<file path="src/hw/shcb_pkg.sv">
// Purpose: Shared constants and types for the sample history capture buffer
// Assumes: One clock domain, register port driven by the serial-bus engine
// Notes: Buffer order is chan0 voltage, chan0 current, chan1 voltage, chan1 current
package shcb_pkg;
    // Buffer geometry
    localparam int BUF_COUNT = 4;
    localparam int SAMPLE_W = 10;
    localparam int DEPTH = 50;
    localparam logic [5:0] DEPTH_LAST = 6'h31;
    // Register offsets
    localparam logic [7:0] ADDR_RUN_STOP = 8'h19;
    localparam logic [7:0] ADDR_RESOLUTION = 8'h3f;
    localparam logic [7:0] ADDR_STOP_DELAY = 8'h40;
    localparam logic [7:0] ADDR_PORT_CHAN0_VOLTAGE = 8'h46;
    localparam logic [7:0] ADDR_PORT_CHAN0_CURRENT = 8'h47;
    localparam logic [7:0] ADDR_PORT_CHAN1_VOLTAGE = 8'h48;
    localparam logic [7:0] ADDR_PORT_CHAN1_CURRENT = 8'h49;
    // Field positions, one bit per buffer in run/stop and resolution, then the stop delay MSB
    localparam int FLD_CHAN0_VOLTAGE = 0;
    localparam int FLD_CHAN0_CURRENT = 1;
    localparam int FLD_CHAN1_VOLTAGE = 2;
    localparam int FLD_CHAN1_CURRENT = 3;
    localparam int FLD_STOP_DELAY_MSB = 5;
    // Reset values and the stop delay clamp limit
    localparam logic [3:0] RUN_STOP_RESET = 4'hf;
    localparam logic [3:0] RESOLUTION_RESET = 4'hf;
    localparam logic [5:0] STOP_DELAY_RESET = 6'h19;
    localparam logic [5:0] STOP_DELAY_MAX = 6'h32;

    // One conversion result with the buffer it belongs to
    typedef struct packed {
        logic [1:0] sel;
        logic [SAMPLE_W-1:0] data;
    } shcb_sample_type;

    // Which byte of a full-resolution sample goes out next
    typedef enum logic {
        PH_HIGH = 1'b0,
        PH_LOW = 1'b1
    } shcb_phase_type;
endpackage : shcb_pkg

</file>
<file path="src/hw/shcb_capture.sv">
// Purpose: Four 50-deep sample history buffers with freeze and block readout
// Assumes: Inputs synchronous to CLK; one register access per REG_RD/REG_WR pulse
// Notes: Read data and status outputs are registered one cycle after the request
`timescale 1ns/10ps
module shcb_capture (
    input wire logic CLK,
    input wire logic NRST,
    input wire logic SAMPLE_VALID,
    input shcb_pkg::shcb_sample_type SAMPLE,
    input wire logic [1:0] CHAN_FAULT_OFF,
    input wire logic [1:0] CHAN_SOFT_ENABLE_A,
    input wire logic [1:0] CHAN_SOFT_ENABLE_B,
    input wire logic [1:0] CHAN_ON_PIN,
    input wire logic [7:0] REG_ADDR,
    input wire logic REG_WR,
    input wire logic [7:0] REG_WDATA,
    input wire logic REG_RD,
    input wire logic REG_BLOCK_START,
    output logic [7:0] REG_RDATA,
    output logic REG_RVALID,
    output logic [3:0] RECORD_RUN
);
    import shcb_pkg::*;

    logic [3:0] run; // Run bits, cleared by hardware when a buffer freezes
    logic [3:0] next_run;
    logic [3:0] byte_only; // Readout resolution per buffer
    logic [3:0] next_byte_only;
    logic [5:0] stop_delay; // Samples recorded after a shutdown
    logic [5:0] next_stop_delay;
    logic [1:0] chan_was_on; // Previous channel state for edge detect
    logic [1:0] chan_on; // Channel enabled and not faulted
    logic [1:0] shutdown_evt; // Channel just went off
    logic [5:0] delay_eff; // Stop delay clamped to the buffer depth
    logic [1:0] rd_sel; // Buffer being drained
    logic [1:0] next_rd_sel;
    logic [5:0] rd_idx; // Sample count from the oldest entry
    logic [5:0] next_rd_idx;
    shcb_phase_type rd_phase;
    shcb_phase_type next_rd_phase;
    logic [7:0] rdata; // Byte returned for this request
    logic rd_port; // Request addresses a buffer port
    logic [1:0] eff_sel; // Buffer selected by the current request
    logic [5:0] eff_idx; // Sample index used by the current request
    shcb_phase_type eff_phase;
    logic [SAMPLE_W-1:0] rd_word [BUF_COUNT]; // Per-buffer read word
    logic [BUF_COUNT-1:0] freeze_rd; // Block read started on this buffer
    logic wr_run; // Write to the run/stop register

    // Channel state and shutdown edge
    always_comb begin
        for (int c = 0; c < 2; c++) begin
            chan_on[c] = CHAN_SOFT_ENABLE_A[c] & CHAN_SOFT_ENABLE_B[c] & CHAN_ON_PIN[c]
                & ~CHAN_FAULT_OFF[c];
        end
        shutdown_evt = chan_was_on & ~chan_on;
        // Values above the depth would outlive the history, so clamp them
        delay_eff = (stop_delay > STOP_DELAY_MAX) ? STOP_DELAY_MAX : stop_delay;
        wr_run = REG_WR && (REG_ADDR == ADDR_RUN_STOP);
    end

    // Control register writes
    always_comb begin
        next_byte_only = byte_only;
        next_stop_delay = stop_delay;
        if (REG_WR && (REG_ADDR == ADDR_RESOLUTION)) begin
            next_byte_only = REG_WDATA[FLD_CHAN1_CURRENT:FLD_CHAN0_VOLTAGE];
        end
        if (REG_WR && (REG_ADDR == ADDR_STOP_DELAY)) begin
            next_stop_delay = REG_WDATA[FLD_STOP_DELAY_MSB:0];
        end
    end

    // Control registers
    always_ff @(posedge CLK or negedge NRST) begin
        if (!NRST) begin
            byte_only <= RESOLUTION_RESET;
            stop_delay <= STOP_DELAY_RESET;
            chan_was_on <= 2'h0;
        end else begin
            byte_only <= next_byte_only;
            stop_delay <= next_stop_delay;
            chan_was_on <= chan_on;
        end
    end

    // Per-buffer recording, freeze and storage
    for (genvar i = 0; i < BUF_COUNT; i++) begin : buf_g
        localparam int CH = i / 2;
        logic [SAMPLE_W-1:0] mem [DEPTH]; // Sample storage
        logic [5:0] wptr; // Next slot to overwrite, also the oldest once full
        logic [5:0] next_wptr;
        logic full; // Every slot holds a sample
        logic next_full;
        logic pend; // Shutdown seen, post-delay still counting
        logic next_pend;
        logic [5:0] cnt; // Samples left before the freeze
        logic [5:0] next_cnt;
        logic delay_done;
        logic take; // Store this cycle's sample
        logic [6:0] slot_sum;
        logic [5:0] slot;

        // Next state of the recorder
        always_comb begin
            freeze_rd[i] = REG_RD && REG_BLOCK_START
                && (REG_ADDR == ADDR_PORT_CHAN0_VOLTAGE + 8'(i));
            delay_done = pend && (cnt == 6'h0);
            take = SAMPLE_VALID && (SAMPLE.sel == 2'(i)) && run[i] && !delay_done
                && !freeze_rd[i] && (chan_on[CH] || pend);
            next_run[i] = wr_run ? REG_WDATA[i] : run[i];
            // Hardware stop wins over a rearm in the same cycle
            if (freeze_rd[i] || delay_done) begin
                next_run[i] = 1'b0;
            end
            next_pend = pend;
            next_cnt = cnt;
            if (shutdown_evt[CH] && run[i] && !pend) begin
                next_pend = 1'b1;
                next_cnt = delay_eff;
            end else if (delay_done || !run[i]) begin
                next_pend = 1'b0;
            end else if (take && pend) begin
                next_cnt = cnt - 6'h1;
            end
            next_wptr = wptr;
            next_full = full;
            if (take) begin
                next_wptr = (wptr == DEPTH_LAST) ? 6'h0 : wptr + 6'h1;
                next_full = full | (wptr == DEPTH_LAST);
            end
            // Oldest retained sample is at wptr once full, else at zero
            slot_sum = {1'b0, (full ? wptr : 6'h0)} + {1'b0, eff_idx};
            slot = (slot_sum > 7'(DEPTH_LAST)) ? 6'(slot_sum - 7'(DEPTH)) : slot_sum[5:0];
            rd_word[i] = mem[slot];
        end

        // Recorder registers
        always_ff @(posedge CLK or negedge NRST) begin
            if (!NRST) begin
                run[i] <= RUN_STOP_RESET[i];
                pend <= 1'b0;
                cnt <= 6'h0;
                wptr <= 6'h0;
                full <= 1'b0;
            end else begin
                run[i] <= next_run[i];
                pend <= next_pend;
                cnt <= next_cnt;
                wptr <= next_wptr;
                full <= next_full;
            end
        end

        // Storage has no reset; slots not yet written read back stale data until the buffer is full
        always_ff @(posedge CLK) begin
            if (take) begin
                mem[wptr] <= SAMPLE.data;
            end
        end
    end

    // Readout pointer and byte selection
    always_comb begin
        rd_port = (REG_ADDR >= ADDR_PORT_CHAN0_VOLTAGE) && (REG_ADDR <= ADDR_PORT_CHAN1_CURRENT);
        eff_sel = 2'(REG_ADDR - ADDR_PORT_CHAN0_VOLTAGE);
        eff_idx = REG_BLOCK_START ? 6'h0 : rd_idx;
        eff_phase = REG_BLOCK_START ? PH_HIGH : rd_phase;
        next_rd_sel = rd_sel;
        next_rd_idx = rd_idx;
        next_rd_phase = rd_phase;
        rdata = 8'h0;
        if (REG_RD && rd_port) begin
            next_rd_sel = eff_sel;
            if (byte_only[eff_sel] || eff_phase == PH_LOW) begin
                // Wraps after the last sample so over-reads repeat history
                next_rd_idx = (eff_idx == DEPTH_LAST) ? 6'h0 : eff_idx + 6'h1;
                next_rd_phase = PH_HIGH;
            end else begin
                next_rd_idx = eff_idx;
                next_rd_phase = PH_LOW;
            end
            if (!byte_only[eff_sel] && eff_phase == PH_LOW) begin
                rdata = {6'h0, rd_word[eff_sel][1:0]};
            end else begin
                rdata = rd_word[eff_sel][SAMPLE_W-1:2];
            end
        end else if (REG_RD) begin
            unique case (REG_ADDR)
                ADDR_RUN_STOP: rdata = {4'h0, run};
                ADDR_RESOLUTION: rdata = {4'h0, byte_only};
                ADDR_STOP_DELAY: rdata = {2'h0, stop_delay};
                default: rdata = 8'h0;
            endcase
        end
    end

    // Readout registers and outputs
    always_ff @(posedge CLK or negedge NRST) begin
        if (!NRST) begin
            rd_sel <= 2'h0;
            rd_idx <= 6'h0;
            rd_phase <= PH_HIGH;
            REG_RDATA <= 8'h0;
            REG_RVALID <= 1'b0;
            RECORD_RUN <= RUN_STOP_RESET;
        end else begin
            rd_sel <= next_rd_sel;
            rd_idx <= next_rd_idx;
            rd_phase <= next_rd_phase;
            REG_RDATA <= rdata;
            REG_RVALID <= REG_RD;
            RECORD_RUN <= next_run;
        end
    end
endmodule : shcb_capture

</file>
<file path="config.mk">
export PLATFORM = sky130hd
export DESIGN_NAME = shcb_capture
export DESIGN_NICKNAME = d
export VERILOG_FILES = /design/src/hw/shcb_pkg.sv /design/src/hw/shcb_capture.sv
export SDC_FILE = /design/constraint.sdc
export NUM_CORES = 2
export LEC_CHECK = 0
export ABC_AREA = 0
export BUFFER_PORTS_ARGS = -buffer_cell sky130_fd_sc_hd__buf_2
export CAP_MARGIN = 20
export CORE_UTILIZATION = 55
export CTS_CLUSTER_DIAMETER = 150
export DETAILED_ROUTE_END_ITERATION = 6
export PLACE_DENSITY = 0.73
export SYNTH_ARGS = -nofsm -noshare
export SYNTH_HDL_FRONTEND = slang
export SYNTH_SLANG_ARGS = --single-unit
</file>
<file path="constraint.sdc">
create_clock -name CLK -period 4.9 [get_ports CLK]
set_clock_uncertainty 0.2 [all_clocks]
set_input_delay 0.49 -clock CLK [delete_from_list [all_inputs] [get_ports CLK]]
set_output_delay 0.49 -clock CLK [all_outputs]
set_load 0.03 [all_outputs]
</file>
# Word level (Yosys, flattened, before mapping)
# Memories as Yosys holds them, arrays and structs flattened.
# Cells that the tools add are included.
# totals
input_bits	42
mem_bits_ro	0
regBits	92
latchBits	0
wordCells	250
output_inout_bits	13
mem_bits_rw	2000
n_memories	4
# classes
muxes	63
n_eq_ne	19
reduce_logical	94
shifts	0
magnitude_cmp	9
div_mod_pow	0
addsub	18
bitwise_logic	15
n_mul	0
# memory_table
name	words	word_bits	rd	rd_clocked_by_memory_dff	write_ports	line_no	source
buf_g[0].mem	50	10	1	0	1	shcb_capture.sv:90	logic [SAMPLE_W-1:0] mem [DEPTH];
buf_g[1].mem	50	10	1	0	1	shcb_capture.sv:90	
buf_g[2].mem	50	10	1	0	1	shcb_capture.sv:90	
buf_g[3].mem	50	10	1	0	1	shcb_capture.sv:90	
# op_table
cell	n
6-bit two-way mux	29
1-bit logical AND	47
8-bit by 7-bit == test with 1-bit output, second input constant	5
6-bit by 1-bit adder with 6-bit output, second input constant	5
6-bit == test, second input constant	5
6-bit by 6-bit adder with 7-bit output	4
7-bit by 6-bit > comparator with 1-bit output, second input constant	4
1-bit two-way mux	27
6-bit zero test	4
6-bit by 1-bit subtractor with 6-bit output, second input constant	4
6-bit subtractor, second input constant	4
10-bit binary-select mux with 2-bit select	1
10-bit two-way mux	2
6-bit one-hot mux with 3 select lines	1
1-bit zero test	17
8-bit two-way mux	2
2-bit nonzero test	8
1-bit logical OR	13
8-bit by 5-bit == test with 1-bit output, second input constant	1
8-bit by 6-bit == test with 1-bit output, second input constant	1
8-bit by 7-bit greater-or-equal comparator with 1-bit output, second input constant	1
8-bit by 7-bit less-or-equal comparator with 1-bit output, second input constant	1
2-bit inequality test, second input constant	4
2-bit AND reduction	4
14 further kinds	24

# Depth between registers and ports, before layout
# logic_depth
ltp_word	10
depth_mapped	28
mapped_depth_nobuf	19

# Least setup slack after synthesis
# Ideal clock, no wire load.
# synth_path
path_type	input to register
start	in REG_BLOCK_START
end	reg REG_RDATA[2]
t_arrival_ps	5427
setup_ps	158
path_buffers	10
required_ps	4542
path_slack_ps	-885
stages	26
cell_sequence	buf_4 -> buf_6 -> buf_4 -> nor2b_1 -> ha_1 -> ha_1 -> nor2_1 -> xnor2_2 -> inv_2 -> clkbuf_1 -> clkbuf_1 -> buf_1 -> ha_1 -> nand2_1 -> a32o_1 -> a31oi_1 -> and3_1 -> buf_2 -> buf_4 -> buf_4 -> buf_2 -> mux4_2 -> a221oi_1 -> o221ai_1 -> a21oi_1 -> o32ai_1
# synth_via
elab_chain_len	10
# synth_rtl
element	line_no	source
from (decl)	shcb_capture.sv:18	input wire logic REG_BLOCK_START,
6-bit two-way mux	shcb_capture.sv:167	eff_idx = REG_BLOCK_START ? 6'h0 : rd_idx;
6-bit by 6-bit adder with 7-bit output	shcb_capture.sv:133	slot_sum = {1'b0, (full ? wptr : 6'h0)} + {1'b0, eff_idx};
6-bit subtractor / 7-bit by 6-bit > comparator with 1-bit output (equally long branches)	shcb_capture.sv:134	slot = (slot_sum > 7'(DEPTH_LAST)) ? 6'(slot_sum - 7'(DEPTH)) : slot_sum[5:0];
6-bit two-way mux	shcb_capture.sv:134	
memory read 50 x 10 bit	--	
10-bit binary-select mux with 2-bit select	shcb_capture.sv:186	rdata = rd_word[eff_sel][SAMPLE_W-1:2];
10-bit two-way mux (not written as such) (2 in series)	shcb_capture.sv:186	
8-bit two-way mux *	shcb_capture.sv:183	if (!byte_only[eff_sel] && eff_phase == PH_LOW) begin
8-bit two-way mux *	shcb_capture.sv:173	if (REG_RD && rd_port) begin
via rdata[2]	shcb_capture.sv:41	logic [7:0] rdata;
to (signal assigned)	shcb_capture.sv:211	REG_RDATA <= rdata;
to (decl)	shcb_capture.sv:19	output logic [7:0] REG_RDATA,
# The timed path passes the listed nets; every way through them passes the cells marked *. The select of a mux whose other input is x is not followed.
# A chain may end at the register's enable or synchronous reset.

# Worst setup path after layout
# layout_path
start	reg rd_idx[1]
end	reg REG_RDATA[1]
# layout_via
elab_chain_len	10
# layout_rtl
element	line_no	source
from (decl)	shcb_capture.sv:37	logic [5:0] rd_idx;
from (signal assigned)	shcb_capture.sv:209	rd_idx <= next_rd_idx;
6-bit two-way mux *	shcb_capture.sv:167	
6-bit by 6-bit adder with 7-bit output	shcb_capture.sv:133	
6-bit subtractor / 7-bit by 6-bit > comparator with 1-bit output (equally long branches)	shcb_capture.sv:134	
6-bit two-way mux	shcb_capture.sv:134	
memory read 50 x 10 bit	--	
10-bit binary-select mux with 2-bit select *	shcb_capture.sv:184, shcb_capture.sv:186	
10-bit two-way mux (not written as such) * (2 in series)	shcb_capture.sv:186	
8-bit two-way mux *	shcb_capture.sv:183	
8-bit two-way mux *	shcb_capture.sv:173	
via rdata[1]	shcb_capture.sv:41	
# Marked as above.

==> run metrics <==
Post-synth EDFFs 2000; final setup fails 2; Residual DRC 0; worst stage delay on the critical path 570 ps; Syn Nets 5426; WP data arrival 5510 ps; via/cell ratio around 6.5; status finished, violations left; Placeable Area 158900 sq um; minimum clock period 4949 ps; DP Cell Count 8079; setup ws final -48.78 ps; Hold WC Path Type input port to register; critical-path cell list nor2b_4 -> buf_6 -> xnor2_4 -> ha_4 -> buf_4 -> a211o_1 -> o32a_1 -> nand3_2 -> buf_4 -> nand3_1 -> a221o_1 -> o211a_4 -> buf_12 -> buf_16 -> buf_12 -> buf_6 -> mux2i_1 -> mux4_2 -> a22oi_2 -> a41oi_2 -> and4_1 -> a211oi_2; worst path required time around 5500 ps; RSZ-0062 raised after global routing yes; WL per Instance approximately 29 um; Sink Count about 2.1k; Clock Path Buffers 3; post-route ant nets 0; area of the multi-input gates 25820 sq um; Power per Cell Area approximately 340 nW/um^2; H-tree depth 4; Int Pwr 28.74 mW; initial core utilization 0.5555; Final Wtd Congestion about 1; initial antenna violation count 12; Crit. path cell count 22; Tcrit/Tclk final 1.010; Setup WS pre-CTS -1054 ps; largest net degree at the start of global routing 147; Synth Instances 5343; Clock transition at path regs 60 ps; Crit. End Element register; Crit Path Max Fanout 9; First-pass DRT Iterations 6; Synth cell types between 100 and 150; Layout fillers approximately 10k; Crit path max-delay family compound AO/OA/AOI/OAI gates; Comb power frac 0.024; max-slew violation count 0; WS Path Type register to register; chip height 402.7 um; io pins 55; number of buffers created by CTS 204; CP Launch Type register; Total Die Area 162100 sq um; critical path's slowest cell mux4_2; Flop pwr share 0.542; Max Cap Viol 0; post-DP HPWL 159.3 mm; Rel. slew slack 0.1480; Seq/Total Area, Yosys 0.7053; FF/Latch Area 62280 sq um; Die W 402.7 um; Top FF cell, synth edfxtp_1; Buffers on Ports 52; Initial DRC Count roughly 7k; Clock Power Share 0.434; Hold Vio Cnt, Final 8; Non-Filler Instances ~8.5k; sw power approximately 7.4 mW; sw frac 0.2048; ys async rst share 0.04215; Reg2Reg Depth 22; FP Rows 146; Yosys warnings 0; layout cell share with drive strength beyond 1 0.3104; Final nets between 6k and 7k; final hold slack -13.78 ps; first-pass GRT wire length 359.8 mm; Buf+Inv Stages, Crit Path 7; Worst-Skew Late Latency 860 ps; GRT Total Usage 0.3029; vias 55.45k; VDD IR-drop max 0.5086 mV; CTS tree done; failing checks hold timing, setup timing; Seq cells post-synth 2088; Worst Max-Slew Pin Slew 1273 ps; Clk Tree Root Cell clkbuf_16; mapped cell area 88290 sq um; vias in the first global route between 50k and 60k; Avg Inst Size Synth 16.52 sq um; gr ovfl total 0; Syn-to-layout area delta 20.77%; fmax between 200 and 250 MHz; WHS Path Cells 1; Post-Route WL 247.1 mm; Leakage Power 35.69 nW
[what timing repair did]
item | CTS | global route
hold buffers | 17 | 0
cloned | 5 | 4
pin swaps | 36 | 78
resized for setup | 98 | 171
endpoints found under the setup margin | 8 | 8
setup buffers | 27 | 45
endpoints found under the hold margin | 213 | 0
[layout by cell type (no fill, tap or decap), types with 31 or more instances in the layout]
cell type	count
edfxtp_1	2000
buf_4	895
nand2_1	451
nor2_1	384
mux4_2	374
mux2i_1	257
clkbuf_16	212
nand3_1	136
o21ai_0	127
a21oi_1	110
dfrtp_1	75
nor3_1	71
nand4_1	55
buf_12	55
mux2_2	51
buf_6	43
clkinv_1	42
a221oi_1	41
buf_2	41
clkbuf_1	38
inv_1	36
a31oi_1	35
and2_1	34
clkinv_2	32
xnor2_1	31
[synthesized netlist by cell type (all sizes together), types with 21 or more instances]
| library cell | n | area share |
|---|---|---|
| a211oi | 30 | 0.0027 |
| and3 | 23 | 0.0016 |
| a21oi | 123 | 0.0070 |
| nand3 | 145 | 0.0082 |
| dfrtp | 77 | 0.022 |
| nand4 | 55 | 0.0039 |
| and2 | 39 | 0.0028 |
| mux2 | 56 | 0.0071 |
| a22oi | 30 | 0.0026 |
| o21ai | 146 | 0.0083 |
| or3 | 24 | 0.0017 |
| nor4 | 25 | 0.0018 |
| mux2i | 263 | 0.030 |
| mux4 | 374 | 0.095 |
| a31oi | 45 | 0.0032 |
| xnor2 | 41 | 0.0044 |
| nand2 | 458 | 0.020 |
| o22ai | 26 | 0.0018 |
| ha | 41 | 0.0058 |
| edfxtp | 2000 | 0.68 |
| clkbuf | 151 | 0.0064 |
| nand2b | 22 | 0.0016 |
| inv | 40 | 0.0017 |
| nor2b | 21 | 0.0015 |
| o211ai | 23 | 0.0020 |
| nor2 | 396 | 0.017 |
| a221oi | 49 | 0.0051 |
| buf | 161 | 0.010 |
| o221ai | 24 | 0.0024 |
| nor3 | 76 | 0.0044 |
[cell families (layout without fill, tap and decap cells)]
kind of cell | count (synthesis) | after routing | share of synthesized area
AO/OA/AOI/OAI | 749 | 749 | 0.06095
flip-flops | 2088 | 2088 | 0.7053
multiplexers | 693 | 693 | 0.1324
buffers and inverters | 352 | 1475 | 0.01825
AND/OR/NAND/NOR | 1373 | 1373 | 0.07229
adder cells (fa/ha/maj) | 41 | 41 | 0.005810
XOR/XNOR | 47 | 47 | 0.005003
other | 0 | 4 | 0
[sequential cells by signal, summed over array words and instances, names as in the netlist]
name / cells
byte_only: 4
buf_g.mem: 2000
REG_RVALID: 1
rd_phase: 1
stop_delay: 6
rd_idx: 6
buf_g.cnt: 24
buf_g.full: 4
RECORD_RUN: 4
chan_was_on: 2
REG_RDATA: 8
buf_g.pend: 4
buf_g.wptr: 24
[final timing paths]
kind / slack, ps / from / endpoint
min in group asynchronous: 200 / NRST / buf_g[3].wptr[4]
setup / recovery: -50 / rd_idx[1] / REG_RDATA[1]
hold / removal: -10 / SAMPLE[9] / buf_g[1].mem[12][9]
setup reg to reg: -50 / rd_idx[1] / REG_RDATA[1]
hold reg to reg: 300 / rd_phase / rd_phase
max in group asynchronous: 3170 / NRST / rd_idx[2]
[through the flow]
stage | utilization | cell area, sq um | setup TNS [ps] | power [mW] | hold slack, ps
3_3_place_gp | 0.6138 | 97550 | -5208 | 20.75 | 267.5
3_5_place_dp | 0.6138 | 97550 | -5341 | 20.78 | 289.6
6_report | 0.6709 | 106600 | -62.08 | 36.14 | -13.78
5_1_grt | 0.6709 | 106600 | -655.1 | 36.99 | 9.866
2_1_floorplan | - | 88540 | 0 | 20.25 | -5.591
4_1_cts | 0.6629 | 105400 | -1.503 | 36.29 | 3.465
[power by group through the flow]
stage                     clock [mW]  sequential, mW  combinational, mW
after floorplan                    0            20.0              0.287
after global placement             0            20.0              0.796
after detailed placement           0            20.0              0.820
after CTS                       15.9            19.6              0.844
after global routing            16.5            19.6              0.904
final                           15.7            19.6              0.861
[per-layer routing]
| layer | GRT usage | vias to the layer above | wire length, um |
|---|---|---|---|
| li1 | - | 23430 | - |
| met1 | 0.4309 | 28187 | 96240 |
| met2 | 0.4667 | 3261 | 114800 |
| met3 | 0.06499 | 558 | 26320 |
| met4 | 0.1085 | 16 | 9600 |
| met5 | 0 | - | 102 |
[final cells by class]
class / instances / area share
clock buffer: 245 / 0.04992
antenna: 4 / 0.00009387
clock inverter: 122 / 0.01284
multi-input combinational: 2903 / 0.2422
tap: 2072 / 0.02431
timing repair buffer: 1068 / 0.08523
sequential: 2088 / 0.5841
inverter: 40 / 0.001408
Note: power is estimated with default switching activity, not from simulation.
